$ cat src/rtl/wdt_map.vh
`ifndef WDT_MAP_VH
`define WDT_MAP_VH

// ---------------------------------------------------------------------------
// Register byte offsets
// ---------------------------------------------------------------------------
`define WDT_CTRL_OFS 12'h000
`define WDT_RELOAD_OFS 12'h004
`define WDT_WINDOW_OFS 12'h008
`define WDT_SERVICE_OFS 12'h00c
`define WDT_COUNT_OFS 12'h010
`define WDT_STATUS_OFS 12'h014
`define WDT_MASK_OFS 12'h018

// ---------------------------------------------------------------------------
// Control register fields
// ---------------------------------------------------------------------------
`define WDT_CTRL_EN_BIT 0
`define WDT_CTRL_PRESCALE_BIT 1
`define WDT_CTRL_WINEN_BIT 2
`define WDT_CTRL_DBGRUN_BIT 3
`define WDT_CTRL_RST 4'h0

// ---------------------------------------------------------------------------
// Status and mask fields
// ---------------------------------------------------------------------------
`define WDT_ST_TIMEOUT_BIT 0
`define WDT_ST_BADREF_BIT 1
`define WDT_ST_RESET_BIT 2
`define WDT_ST_WIDTH 3

// ---------------------------------------------------------------------------
// Reset values, timing counts, service key and bus responses
// ---------------------------------------------------------------------------
`define WDT_RELOAD_RST 8'h00
`define WDT_WINDOW_RST 8'h00
`define WDT_STATUS_RST 3'b000
`define WDT_MASK_RST 3'b000
`define WDT_SERVICE_KEY 32'h0000_00a5
`define WDT_PREWARN_TICKS 8'h30
`define WDT_DIV_SLOW 7'h7f
`define WDT_DIV_FAST 7'h01
`define WDT_RESP_OKAY 2'b00
`define WDT_RESP_SLVERR 2'b10

`endif

$ cat src/rtl/wdt_counter.v
`timescale 1ns/1ps
`default_nettype none
`include "wdt_map.vh"

// Two cascaded byte stages forming the 16-bit watchdog count.
module wdt_counter (
  // Clock and reset.
  input wire clk_in,
  input wire arst_n_in,
  // Control.
  input wire tick_in,
  input wire load_in,
  input wire [7:0] reload_in,
  // State.
  output reg [15:0] count_out,
  output wire ovf_out
);

  wire low_carry = (count_out[7:0] == 8'hff);

  assign ovf_out = tick_in && (count_out == 16'hffff);

  // Service loads high byte and clears low byte; a tick beside it is dropped.
  always @(posedge clk_in or negedge arst_n_in) begin
    if (!arst_n_in) begin
      count_out <= 16'h0000;
    end else if (load_in) begin
      count_out <= {reload_in, 8'h00};
    end else if (tick_in) begin
      count_out[7:0] <= count_out[7:0] + 8'h01;
      if (low_carry) begin
        count_out[15:8] <= count_out[15:8] + 8'h01;
      end
    end
  end

endmodule
`default_nettype wire

$ cat src/rtl/wdt_prescaler.v
`timescale 1ns/1ps
`default_nettype none
`include "wdt_map.vh"

// Divides the peripheral clock by 2 or by 128 into a one-cycle tick.
module wdt_prescaler (
  // Clock and reset.
  input wire clk_in,
  input wire arst_n_in,
  // Control.
  input wire run_in,
  input wire slow_in,
  input wire clear_in,
  // Tick.
  output reg tick_out
);

  reg [6:0] div;
  wire [6:0] last = slow_in ? `WDT_DIV_SLOW : `WDT_DIV_FAST;

  // Counter restarts on service so the first period after it is whole.
  // While stopped nothing moves, so a pending tick survives a freeze or a suspension.
  always @(posedge clk_in or negedge arst_n_in) begin
    if (!arst_n_in) begin
      div <= 7'h00;
      tick_out <= 1'b0;
    end else if (clear_in) begin
      div <= 7'h00;
      tick_out <= 1'b0;
    end else if (run_in) begin
      tick_out <= (div >= last);
      div <= (div >= last) ? 7'h00 : div + 7'h01;
    end
  end

endmodule
`default_nettype wire

$ cat src/rtl/wdt_top.v
`timescale 1ns/1ps
`default_nettype none
`include "wdt_map.vh"

module wdt_top (
  // Clock, reset, enable.
  input wire CLK_IN,
  input wire ARST_N_IN,
  input wire CE_IN,
  // Debug mode pin.
  input wire DEBUG_MODE_IN,
  // AXI4-Lite write address.
  input wire [11:0] AWADDR_IN,
  input wire AWVALID_IN,
  output wire AWREADY_OUT,
  // AXI4-Lite write data.
  input wire [31:0] WDATA_IN,
  input wire [3:0] WSTRB_IN,
  input wire WVALID_IN,
  output wire WREADY_OUT,
  // AXI4-Lite write response.
  output reg [1:0] BRESP_OUT,
  output reg BVALID_OUT,
  input wire BREADY_IN,
  // AXI4-Lite read address.
  input wire [11:0] ARADDR_IN,
  input wire ARVALID_IN,
  output wire ARREADY_OUT,
  // AXI4-Lite read data.
  output reg [31:0] RDATA_OUT,
  output reg [1:0] RRESP_OUT,
  output reg RVALID_OUT,
  input wire RREADY_IN,
  // Watchdog outputs.
  output reg TIMEOUT_NMI_REQUEST_OUT,
  output reg WATCHDOG_SYSTEM_RESET_OUT,
  output wire IRQ_OUT
);

  // -------------------------------------------------------------------------
  // Functions
  // -------------------------------------------------------------------------

  // True when an address selects the given word.
  function hit;
    input [11:0] addr;
    input [11:0] ofs;
    begin
      hit = (addr[11:2] == ofs[11:2]);
    end
  endfunction

  // Byte-lane merge for narrow writes.
  function [7:0] merge8;
    input [7:0] old;
    input [7:0] val;
    input lane;
    begin
      merge8 = lane ? val : old;
    end
  endfunction

  // -------------------------------------------------------------------------
  // Debug pin synchroniser
  // -------------------------------------------------------------------------
  reg dbg_meta;
  reg dbg_sync;

  // The first stage feeds only the second; debug comes from off-domain.
  always @(posedge CLK_IN or negedge ARST_N_IN) begin
    if (!ARST_N_IN) begin
      dbg_meta <= 1'b0;
      dbg_sync <= 1'b0;
    end else if (CE_IN) begin
      dbg_meta <= DEBUG_MODE_IN;
      dbg_sync <= dbg_meta;
    end
  end

  // -------------------------------------------------------------------------
  // Registers and bus state
  // -------------------------------------------------------------------------
  reg [3:0] ctrl;
  reg [7:0] reload_high_byte;
  reg [7:0] window_boundary_byte;
  reg [`WDT_ST_WIDTH-1:0] status;
  reg [`WDT_ST_WIDTH-1:0] mask;
  reg aw_held;
  reg w_held;
  reg [11:0] aw_addr;
  reg [31:0] w_data;
  reg [3:0] w_strb;

  wire enable = ctrl[`WDT_CTRL_EN_BIT];
  wire input_prescale_select = ctrl[`WDT_CTRL_PRESCALE_BIT];
  wire win_en = ctrl[`WDT_CTRL_WINEN_BIT];
  wire dbg_run = ctrl[`WDT_CTRL_DBGRUN_BIT];

  // Write completes once both halves are held and no response waits.
  wire wr_go = aw_held && w_held && !BVALID_OUT;
  assign AWREADY_OUT = !aw_held && !BVALID_OUT;
  assign WREADY_OUT = !w_held && !BVALID_OUT;
  assign ARREADY_OUT = !RVALID_OUT;

  wire wr_known = hit(aw_addr, `WDT_CTRL_OFS) || hit(aw_addr, `WDT_RELOAD_OFS) ||
                  hit(aw_addr, `WDT_WINDOW_OFS) || hit(aw_addr, `WDT_SERVICE_OFS) ||
                  hit(aw_addr, `WDT_STATUS_OFS) || hit(aw_addr, `WDT_MASK_OFS);
  wire service = CE_IN && wr_go && hit(aw_addr, `WDT_SERVICE_OFS) && w_strb[0] &&
                 (w_data == `WDT_SERVICE_KEY);

  // -------------------------------------------------------------------------
  // Watchdog core
  // -------------------------------------------------------------------------
  localparam ST_IDLE = 2'b00;
  localparam ST_COUNT = 2'b01;
  localparam ST_PREWARN = 2'b10;
  localparam ST_RESET = 2'b11;

  reg [1:0] state;
  reg [7:0] prewarn_cnt;
  wire [15:0] count;
  wire ovf;
  wire tick;

  // Debug suspends counting unless software lets it run in debug.
  wire run = CE_IN && enable && (!dbg_sync || dbg_run);
  wire counting = run && (state == ST_COUNT);
  wire in_window = (count[15:8] < window_boundary_byte) ||
                   (count == {window_boundary_byte, 8'h00});
  wire bad_service = service && win_en && in_window && (state == ST_COUNT);
  wire good_service = service && !bad_service && (state == ST_COUNT);

  wdt_prescaler u_prescaler (
    .clk_in(CLK_IN),
    .arst_n_in(ARST_N_IN),
    .run_in(run && (state != ST_IDLE) && (state != ST_RESET)),
    .slow_in(input_prescale_select),
    .clear_in(good_service),
    .tick_out(tick)
  );

  wdt_counter u_counter (
    .clk_in(CLK_IN),
    .arst_n_in(ARST_N_IN),
    .tick_in(tick && counting),
    .load_in(good_service || (state == ST_IDLE)),
    .reload_in(state == ST_IDLE ? 8'h00 : reload_high_byte),
    .count_out(count),
    .ovf_out(ovf)
  );

  // State machine: count, prewarning, then a sticky system reset.
  always @(posedge CLK_IN or negedge ARST_N_IN) begin
    if (!ARST_N_IN) begin
      state <= ST_IDLE;
      prewarn_cnt <= 8'h00;
      TIMEOUT_NMI_REQUEST_OUT <= 1'b0;
      WATCHDOG_SYSTEM_RESET_OUT <= 1'b0;
    end else if (CE_IN) begin
      case (state)
        ST_IDLE: begin
          if (enable) begin
            state <= ST_COUNT;
          end
        end
        ST_COUNT: begin
          if (bad_service) begin
            state <= ST_PREWARN;
            prewarn_cnt <= 8'h00;
          end else if (counting && ovf) begin
            state <= ST_PREWARN;
            prewarn_cnt <= 8'h00;
            TIMEOUT_NMI_REQUEST_OUT <= 1'b1;
          end
        end
        ST_PREWARN: begin
          if (run && tick) begin
            prewarn_cnt <= prewarn_cnt + 8'h01;
            if (prewarn_cnt == `WDT_PREWARN_TICKS - 8'h01) begin
              state <= ST_RESET;
              WATCHDOG_SYSTEM_RESET_OUT <= 1'b1;
            end
          end
        end
        ST_RESET: begin
          // Held until the chip reset clears the block.
        end
        default: begin
          state <= ST_IDLE;
        end
      endcase
    end
  end

  // -------------------------------------------------------------------------
  // Register writes and interrupt status
  // -------------------------------------------------------------------------
  wire [`WDT_ST_WIDTH-1:0] ev;
  assign ev[`WDT_ST_TIMEOUT_BIT] = CE_IN && (state == ST_COUNT) && counting && ovf &&
                                  !bad_service;
  assign ev[`WDT_ST_BADREF_BIT] = bad_service;
  assign ev[`WDT_ST_RESET_BIT] = CE_IN && (state == ST_PREWARN) && run && tick &&
                                (prewarn_cnt == `WDT_PREWARN_TICKS - 8'h01);

  wire st_wr = wr_go && hit(aw_addr, `WDT_STATUS_OFS) && w_strb[0];
  wire [`WDT_ST_WIDTH-1:0] st_clr = st_wr ? w_data[`WDT_ST_WIDTH-1:0] : 3'b000;

  assign IRQ_OUT = |(status & mask);

  // Bus capture, write response and register updates; an event beats its clear.
  always @(posedge CLK_IN or negedge ARST_N_IN) begin
    if (!ARST_N_IN) begin
      aw_held <= 1'b0;
      w_held <= 1'b0;
      aw_addr <= 12'h000;
      w_data <= 32'h0000_0000;
      w_strb <= 4'h0;
      BVALID_OUT <= 1'b0;
      BRESP_OUT <= `WDT_RESP_OKAY;
      ctrl <= `WDT_CTRL_RST;
      reload_high_byte <= `WDT_RELOAD_RST;
      window_boundary_byte <= `WDT_WINDOW_RST;
      status <= `WDT_STATUS_RST;
      mask <= `WDT_MASK_RST;
    end else if (CE_IN) begin
      status <= (status & ~st_clr) | ev;
      if (AWVALID_IN && AWREADY_OUT) begin
        aw_held <= 1'b1;
        aw_addr <= AWADDR_IN;
      end
      if (WVALID_IN && WREADY_OUT) begin
        w_held <= 1'b1;
        w_data <= WDATA_IN;
        w_strb <= WSTRB_IN;
      end
      if (BVALID_OUT && BREADY_IN) begin
        BVALID_OUT <= 1'b0;
      end
      if (wr_go) begin
        aw_held <= 1'b0;
        w_held <= 1'b0;
        BVALID_OUT <= 1'b1;
        BRESP_OUT <= wr_known ? `WDT_RESP_OKAY : `WDT_RESP_SLVERR;
        // Enable is sticky once set so software cannot silence the watchdog.
        if (hit(aw_addr, `WDT_CTRL_OFS) && w_strb[0]) begin
          ctrl <= {w_data[3:1], w_data[0] | ctrl[0]};
        end
        if (hit(aw_addr, `WDT_RELOAD_OFS)) begin
          reload_high_byte <= merge8(reload_high_byte, w_data[7:0], w_strb[0]);
        end
        if (hit(aw_addr, `WDT_WINDOW_OFS)) begin
          window_boundary_byte <= merge8(window_boundary_byte, w_data[7:0], w_strb[0]);
        end
        if (hit(aw_addr, `WDT_MASK_OFS) && w_strb[0]) begin
          mask <= w_data[`WDT_ST_WIDTH-1:0];
        end
      end
    end
  end

  // -------------------------------------------------------------------------
  // Read channel
  // -------------------------------------------------------------------------

  // Read data is registered; unmapped words read zero with an error.
  always @(posedge CLK_IN or negedge ARST_N_IN) begin
    if (!ARST_N_IN) begin
      RVALID_OUT <= 1'b0;
      RDATA_OUT <= 32'h0000_0000;
      RRESP_OUT <= `WDT_RESP_OKAY;
    end else if (CE_IN) begin
      if (RVALID_OUT && RREADY_IN) begin
        RVALID_OUT <= 1'b0;
      end
      if (ARVALID_IN && ARREADY_OUT) begin
        RVALID_OUT <= 1'b1;
        RRESP_OUT <= `WDT_RESP_OKAY;
        if (hit(ARADDR_IN, `WDT_CTRL_OFS)) begin
          RDATA_OUT <= {28'h0000000, ctrl};
        end else if (hit(ARADDR_IN, `WDT_RELOAD_OFS)) begin
          RDATA_OUT <= {24'h000000, reload_high_byte};
        end else if (hit(ARADDR_IN, `WDT_WINDOW_OFS)) begin
          RDATA_OUT <= {24'h000000, window_boundary_byte};
        end else if (hit(ARADDR_IN, `WDT_SERVICE_OFS)) begin
          RDATA_OUT <= 32'h0000_0000;
        end else if (hit(ARADDR_IN, `WDT_COUNT_OFS)) begin
          RDATA_OUT <= {12'h000, 2'b00, state, count};
        end else if (hit(ARADDR_IN, `WDT_STATUS_OFS)) begin
          RDATA_OUT <= {29'h0000000, status};
        end else if (hit(ARADDR_IN, `WDT_MASK_OFS)) begin
          RDATA_OUT <= {29'h0000000, mask};
        end else begin
          RDATA_OUT <= 32'h0000_0000;
          RRESP_OUT <= `WDT_RESP_SLVERR;
        end
      end
    end
  end

endmodule
`default_nettype wire
$ cat config.mk
export PLATFORM = sky130hd
export DESIGN_NAME = wdt_top
export DESIGN_NICKNAME = d
export VERILOG_FILES = /design/src/rtl/wdt_counter.v /design/src/rtl/wdt_prescaler.v /design/src/rtl/wdt_top.v
export VERILOG_INCLUDE_DIRS = /design/src /design/src/rtl
export SDC_FILE = /design/constraint.sdc
export NUM_CORES = 1
export LEC_CHECK = 0
export ABC_CLOCK_PERIOD_IN_PS = 6600
export BUFFER_PORTS_ARGS = -buffer_cell sky130_fd_sc_hd__buf_2
export CAP_MARGIN = 0
export CORE_UTILIZATION = 61
export DETAILED_ROUTE_END_ITERATION = 16
export MAX_ROUTING_LAYER = met4
export PLACE_DENSITY = 0.85
export RECOVER_POWER = 25
export SKIP_LAST_GASP = 1
export SYNTH_ARGS = -nofsm -noshare
export SYNTH_HDL_FRONTEND = slang
export SYNTH_SLANG_ARGS = --single-unit
$ cat constraint.sdc
create_clock -name CLK_IN -period 6.6 [get_ports CLK_IN]
set_input_delay 0.66 -clock CLK_IN [delete_from_list [all_inputs] [get_ports CLK_IN]]
set_output_delay 0.66 -clock CLK_IN [all_outputs]
set_load 0.01 [all_outputs]
==> metrics, run 1 <==
combinational cell fraction of total power 0.178; number of failing setup endpoints in the final timing report 0; Clk Latency, worst-skew pair 540 ps; post-synthesis sequential element count 131; TritonCTS Buffers 17; Max Clock Skew 7.14 ps; Setup crit end kind async pin; average wire per standard cell 18.8 µm; FFs w/ async S/R, synth 1.00; clock share of power 0.353; internal reg-to-reg setup slack approximately 3500 ps; startpoint type of the worst setup path primary input; power share of the sequential group 0.468; Total Die Area 0.0116 mm²; first-pass GRT wire length 26,800 µm; total number of yosys warnings 0; Post CTS Setup Buffer Count 0; Worst Reg-to-Reg Cells 8; most common cell after layout, fill and taps aside sky130_fd_sc_hd__dfrtp_1; Fmax achieved 315 MHz; NetSw just over 800 µW; number of top-level pins 113; Worst Path Arrival roughly 3700 ps; Post-Route WL 16,300 µm; Pre-Repair DR Iteration Count 6; final total negative setup slack 0 ps; Min-Delay Endpoint aw_addr[3]$_DFFE_PN0P_; drt drc 0; number of unique standard cell types used by synthesis 62; Max stage delay on crit path 1950 ps; Die Ht 108 µm; class of the tightest hold or removal check in2reg; number of cells on the worst hold path 3; fin. max-slew vios 53; number of endpoints with negative hold slack in the final report 0; Gates resized, CTS repair 0; TritonCTS sink count around 130; Internal Power ~1800 µW; nets 809; count of maximum capacitance violations 1; cell at the root of the clock tree sky130_fd_sc_hd__clkbuf_8; failing checks max-capacitance violations, max-slew violations; number of antenna violations at the first check in global routing 0; post-synthesis to final-layout area growth 15.2%; number of nets still failing antenna checks after routing 0; HPWL after DPL roughly 11,000 µm; minimum hold slack roughly 330 ps; TritonCTS clock tree done; maximum number of pins on one net before global-route repair 81; post-layout min period approximately 3200 ps; Antenna Diode Count 0; Power Density 330 mW/mm²; Site Rows 38; number of synthesized flops with an enable pin 0; average instance area after synthesis between 10 and 15 µm²; outcome finished with violations; Static Leak 0.00358 µW; Worst Setup Path Type in2async; share of post-route cells with drive strength above 1 0.251; RSZ-0062 raised after global routing false; worst reg2reg path endpoint prewarn_cnt[0]$_DFFE_PN0P_; Slew @ Worst Pin 2820 ps; floorplan core area 0.0108 mm²; number of vias per cell about 6.2; critical path, cell by cell clkbuf_1 > buf_4; launch point of the worst hold path AWADDR_IN[3]; Top delay family on crit path buffers and inverters; width of the chip 108 µm; switching part of the total power 0.316; drt first-iter violations 573; final clock period utilization by the worst path 0.481; critical path required time 7130 ps; maximum clock path buffer count 2; Max-slew headroom -0.879; htree depth 4; worst-path cell with the longest stage delay sky130_fd_sc_hd__clkbuf_1; Port Buffer Count a little under 90; VDD IR max 268 µV; number of cells produced by synthesis 633; final weighted congestion in routability-driven placement 0.935; clock-pin slew on the worst setup and hold paths ~60 ps; via count of the first global-routing pass between 5,000 and 6,000; grt total ovfl 0; launch point of the worst reg-to-reg path state[1]$_DFFE_PN0P_; Total Power Consumption 2580 µW; count of buffering cells on the critical path with inverters included 2; sequential fraction of the synthesis area 0.483; post-synthesis instance area 0.00679 mm²; starting utilization of the core area 0.627; total via count after detailed routing ~5,400; total of hold buffers inserted after clock tree synthesis 0; total routing resource utilization after global routing 0.313; top library cells by usage in the layout, fill and taps aside sky130_fd_sc_hd__dfrtp_1, sky130_fd_sc_hd__buf_2, sky130_fd_sc_hd__mux2_2; worst-path maximum fanout 80; main flop type after synthesis sky130_fd_sc_hd__dfrtp_1
## layout make-up
type                       count  area (µm²)
sequential                   131        3280
multi-input combinational    441        3230
fill                         774        3020
timing repair buffer          92         444
clock buffer                  18         428
tap                          140         175
clock inverter                14         143
inverter                      33         124
## metal layers
metal,vias to the layer above,wire (µm),global-route usage
met5,-,0,-
met2,304,8020,0.514
met3,57,1210,0.0599
met4,0,486,0.163
li1,2432,-,-
met1,2633,6590,0.367
## registers in the layout, indices dropped and copies added, names as in the netlist, 2 cells and up
name                  cells
w_data                   32
window_boundary_byte      8
status                    3
prewarn_cnt               8
ctrl                      4
RDATA_OUT                18
mask                      3
reload_high_byte          8
u_prescaler.div           7
state                     2
aw_addr                  10
u_counter.count_out      16
## how the worst max path moves through the flow
stage | to | cells past startpoint | slack, ps | from
after floorplan | state[1]$_DFFE_PN0P_ | 8 | 4100 | u_counter.count_out[13]$_DFFE_PN0P_
after global placement | prewarn_cnt[0]$_DFFE_PN0P_ | 7 | 3610 | CE_IN
after detailed placement | u_counter.count_out[7]$_DFFE_PN0P_ | 7 | 3510 | CE_IN
after CTS | prewarn_cnt[0]$_DFFE_PN0P_ | 8 | 3540 | state[1]$_DFFE_PN0P_
after global routing | aw_addr[5]$_DFFE_PN0P_ | 2 | 2720 | ARST_N_IN
final | u_prescaler.div[6]$_DFFE_PN0P_ | 2 | 3430 | ARST_N_IN
## cells by family (layout without fill, tap and decap cells)
| logic type | count (synthesis) | in the layout | share of synthesized area |
|---|---|---|---|
| buffers and inverters | 76 | 157 | 0.0529 |
| AND/OR/NAND/NOR | 217 | 217 | 0.178 |
| multiplexers | 79 | 79 | 0.129 |
| AO/OA/AOI/OAI | 90 | 90 | 0.0932 |
| other | 1 | 16 | 0.000552 |
| adder cells (fa/ha/maj) | 24 | 24 | 0.0442 |
| XOR/XNOR | 15 | 15 | 0.0193 |
| flip-flops | 131 | 131 | 0.483 |
## through the flow
stage / instances / utilization / instance area, µm² / setup slack (ps)
2_1_floorplan: 648 / - / 6850 / 4100
3_3_place_gp: 837 / 0.672 / 7280 / 3610
3_5_place_dp: 837 / 0.672 / 7280 / 3510
4_1_cts: 869 / 0.724 / 7850 / 3540
5_1_grt: 869 / 0.722 / 7820 / 2720
6_report: 869 / 0.722 / 7820 / 3430
## synth_stat cells, types with 6 or more instances
cell type / count / area, µm²
sky130_fd_sc_hd__a21oi_1: 8 / 40.0
sky130_fd_sc_hd__ha_1: 24 / 300
sky130_fd_sc_hd__nor2b_1: 6 / 37.5
sky130_fd_sc_hd__o21ai_0: 35 / 175
sky130_fd_sc_hd__buf_4: 16 / 120
sky130_fd_sc_hd__mux2i_1: 12 / 120
sky130_fd_sc_hd__clkbuf_1: 20 / 75.1
sky130_fd_sc_hd__xnor2_1: 11 / 96.3
sky130_fd_sc_hd__a211oi_1: 10 / 75.1
sky130_fd_sc_hd__nor3_1: 19 / 95.1
sky130_fd_sc_hd__dfrtp_1: 131 / 3280
sky130_fd_sc_hd__nor4b_1: 7 / 61.3
sky130_fd_sc_hd__nor2_1: 24 / 90.1
sky130_fd_sc_hd__nand2_1: 61 / 229
sky130_fd_sc_hd__nand3_1: 19 / 95.1
sky130_fd_sc_hd__nand4_1: 9 / 56.3
sky130_fd_sc_hd__and3_1: 13 / 81.3
sky130_fd_sc_hd__nor4_1: 16 / 100
sky130_fd_sc_hd__and4_1: 6 / 52.6
sky130_fd_sc_hd__inv_1: 33 / 124
sky130_fd_sc_hd__mux2_2: 62 / 698
## power by group through the flow
stage / Sequential, µW / Combinational [µW] / Clock, µW
2_1_floorplan: 1130 / 361 / 0
6_report: 1210 / 460 / 914
3_3_place_gp: 1190 / 426 / 0
4_1_cts: 1200 / 466 / 920
3_5_place_dp: 1210 / 455 / 0
5_1_grt: 1240 / 509 / 948
Power figures use the tool's default switching activity.
==> run 2: changes to the inputs <==
Settings changed: ABC_AREA set to 1, ABC_CLOCK_PERIOD_IN_PS 6600 to 2550, CORE_UTILIZATION 61 to 51, PLACE_DENSITY 0.85 to 0.76.
Clock period 6.6 ns to 2.55 ns, I/O delays scaled along.
==> metrics, run 2 <==
Cell Area, Placed 0.00745 mm²; Gates resized, CTS repair 0; Pre-Repair DR Iteration Count 5; Max stage delay on crit path 460 ps; Reg with most FFs w_data; average instance area after synthesis 7.87 µm²; average wire per standard cell 13.2 µm; post-layout min period approximately 2200 ps; Site Rows 41; final total negative setup slack 0 ps; area fraction in and, or, nand and nor cells after synthesis 0.302; Total Power Consumption 7060 µW; post-synthesis cell type with the largest combined area sky130_fd_sc_hd__dfrtp_1; Total Die Area 0.0139 mm²; Post-Route WL 15,200 µm; dominant combinational cell family by area after synthesis simple AND/OR/NAND/NOR gates; nets 1,065; VDD IR max 651 µV; critical path required time 2910 ps; TritonCTS sink count 131; xor and xnor area share after synthesis 0.0243; RSZ-0062 raised after global routing false; number of top-level pins 113; fin. max-slew vios 0; Worst Path Arrival 2540 ps; post-synthesis share of cell area spent on full adders, half adders and majority gates 0.0438; final weighted congestion in routability-driven placement slightly above 0.9; most frequent cell after synthesis sky130_fd_sc_hd__nand2_1; Max-slew headroom 0.238; Clk Latency, worst-skew pair 430 ps; drt drc 0; registers with the most flip-flops w_data: 32 flops, RDATA_OUT: 18 flops, u_counter.count_out: 16 flops; critical path's most frequent cell sky130_fd_sc_hd__nand2_1; post-route cell area 0.00803 mm²; first-pass GRT wire length 26,000 µm; htree depth 4; worst-path cell with the longest stage delay sky130_fd_sc_hd__dfrtp_1; post-synthesis sequential element count 131; clock-pin slew on the worst setup and hold paths 60 ps; share of Yosys cell area claimed by the top area cell type 0.478; TritonCTS Buffers 17; compound-cell area share of the yosys netlist 0.0756; post-synthesis to final-layout area growth 17.1%; share of post-route cells with drive strength above 1 0.153; top library cells by usage in the layout, fill and taps aside sky130_fd_sc_hd__nand2_1, sky130_fd_sc_hd__dfrtp_1, sky130_fd_sc_hd__buf_2; total routing resource utilization after global routing 0.243; multiplexer share of the synthesized area 0; number of synthesized flops with an enable pin 0; via count of the first global-routing pass between 5,000 and 6,000; drt first-iter violations 363; Slew @ Worst Pin about 1100 ps; Max Clock Skew 9.42 ps; flip-flop count of the largest register, all copies and words added 32; class of the tightest hold or removal check in2reg; cell at the root of the clock tree sky130_fd_sc_hd__clkbuf_16; FFs w/ async S/R, synth 1.00; main flop type after synthesis sky130_fd_sc_hd__dfrtp_1; outcome complete, no violations; Static Leak ~0.0042 µW; total via count after detailed routing roughly 6,000; Die Ht 118 µm; Fmax achieved 460 MHz; worst-path maximum fanout 19; number of vias per cell around 5; Port Buffer Count approximately 90; starting utilization of the core area 0.532; maximum clock path buffer count 2; HPWL after DPL approximately 11,000 µm; grt total ovfl 0; number of antenna violations at the first check in global routing 0; maximum number of pins on one net before global-route repair 47; count of maximum capacitance violations 0; Setup crit end kind flop; post-synthesis instance area 0.00685 mm²; Worst Setup Path Type reg2reg; critical path, cell by cell ha_1 > a21oi_1 > nor2_1 > nor2_1 > nand2_1 > nand2_1 > nand2_1 > nand3_4 > nand3_2 > inv_2 > nand2_1 > nand2_1; number of unique standard cell types used by synthesis 39; number of cells produced by synthesis between 800 and 900; width of the chip about 120 µm; Antenna Diode Count 0; startpoint type of the worst setup path flop; TritonCTS clock tree done; most frequent cells after synthesis sky130_fd_sc_hd__nand2_1, sky130_fd_sc_hd__dfrtp_1, sky130_fd_sc_hd__inv_1; number of failing setup endpoints in the final timing report 0; Power Density between 800 and 900 mW/mm²; number of endpoints with negative hold slack in the final report 0; leading cell types by total area after synthesis sky130_fd_sc_hd__dfrtp_1, sky130_fd_sc_hd__nand2_1, sky130_fd_sc_hd__o21ai_0, sky130_fd_sc_hd__ha_1, sky130_fd_sc_hd__inv_1; number of nets still failing antenna checks after routing 0; floorplan core area 0.0129 mm²; sequential fraction of the synthesis area 0.478; final clock period utilization by the worst path 0.853; total number of yosys warnings 0; most common cell after layout, fill and taps aside sky130_fd_sc_hd__nand2_1
[run 2: final timing paths]
kind	depth (start not counted)	slack (ps)	start	endpoint
max	12	370	u_counter.count_out[13]$_DFFE_PN0P_	u_counter.count_out[13]$_DFFE_PN0P_
min	3	20	WDATA_IN[10]	w_data[10]$_DFFE_PN0P_
max reg2reg	12	370	u_counter.count_out[13]$_DFFE_PN0P_	u_counter.count_out[13]$_DFFE_PN0P_
min reg2reg	2	460	TIMEOUT_NMI_REQUEST_OUT$_DFFE_PN0P_	TIMEOUT_NMI_REQUEST_OUT$_DFFE_PN0P_
max in group asynchronous	3	450	ARST_N_IN	BVALID_OUT$_DFFE_PN0P_
min in group asynchronous	2	590	ARST_N_IN	RVALID_OUT$_DFFE_PN0P_
[run 2: what timing repair did]
item / in CTS / in global routing
hold buffers: 1 / 0
endpoints found under the setup margin: 0 / 0
endpoints found under the hold margin: 44 / 0
buffers inserted: 0 / 0
[run 2: cells by family (layout without fill, tap and decap cells)]
group                      after synthesis  after routing
DFF                                    131            131
AOI/OAI and AO/OA                       98             98
adders and majority gates               24             24
buffers and inverters                  115            213
and+or+nand+nor                        483            483
other                                    1             16
xor gates and xnor gates                19             19
[run 2: routing by layer]
layer,vias up,part of all wire,GRT usage
met4,0,0.019,0.0873
li1,2971,-,-
met3,22,0.052,0.0489
met1,2724,0.47,0.324
met2,182,0.46,0.366
met5,-,0,-
[run 2: area by class of cell]
class / instances / area (µm²)
Timing Repair Buffer: 98 / 522
Inverter: 84 / 315
Tap cell: 172 / 215
Clock buffer: 19 / 453
Fill cell: 1149 / 4850
Clock inverter: 12 / 131
Sequential cell: 131 / 3280
Multi-Input combinational cell: 640 / 3110
[run 2: worst max-delay path: cells and delay by family (launching register included)]
family,cells,cell delay [ps]
AO/OA/AOI/OAI,1,130
adder cells (fa/ha/maj),1,330
buffers and inverters,1,170
flip-flops,1,460
AND/OR/NAND/NOR,9,1010
[run 2: through the flow]
| stage | setup slack, ps | hold slack, ps | instances | util |
|---|---|---|---|---|
| CTS | 362 | 11.7 | 1156 | 0.625 |
| global placement | 477 | 312 | 1124 | 0.579 |
| floorplan | 799 | -40.6 | 886 | - |
| detailed placement | 391 | 310 | 1124 | 0.579 |
| global route | 58.8 | 25.0 | 1156 | 0.623 |
| finish | 374 | 15.6 | 1156 | 0.623 |
[run 2: report_power, final]
part / switching, µW / total [µW] / internal (µW)
Sequential: 315 / 2860 / 2550
Clock: 916 / 2400 / 1480
Combinational: 1170 / 1800 / 625
Total: 2400 / 7060 / 4660
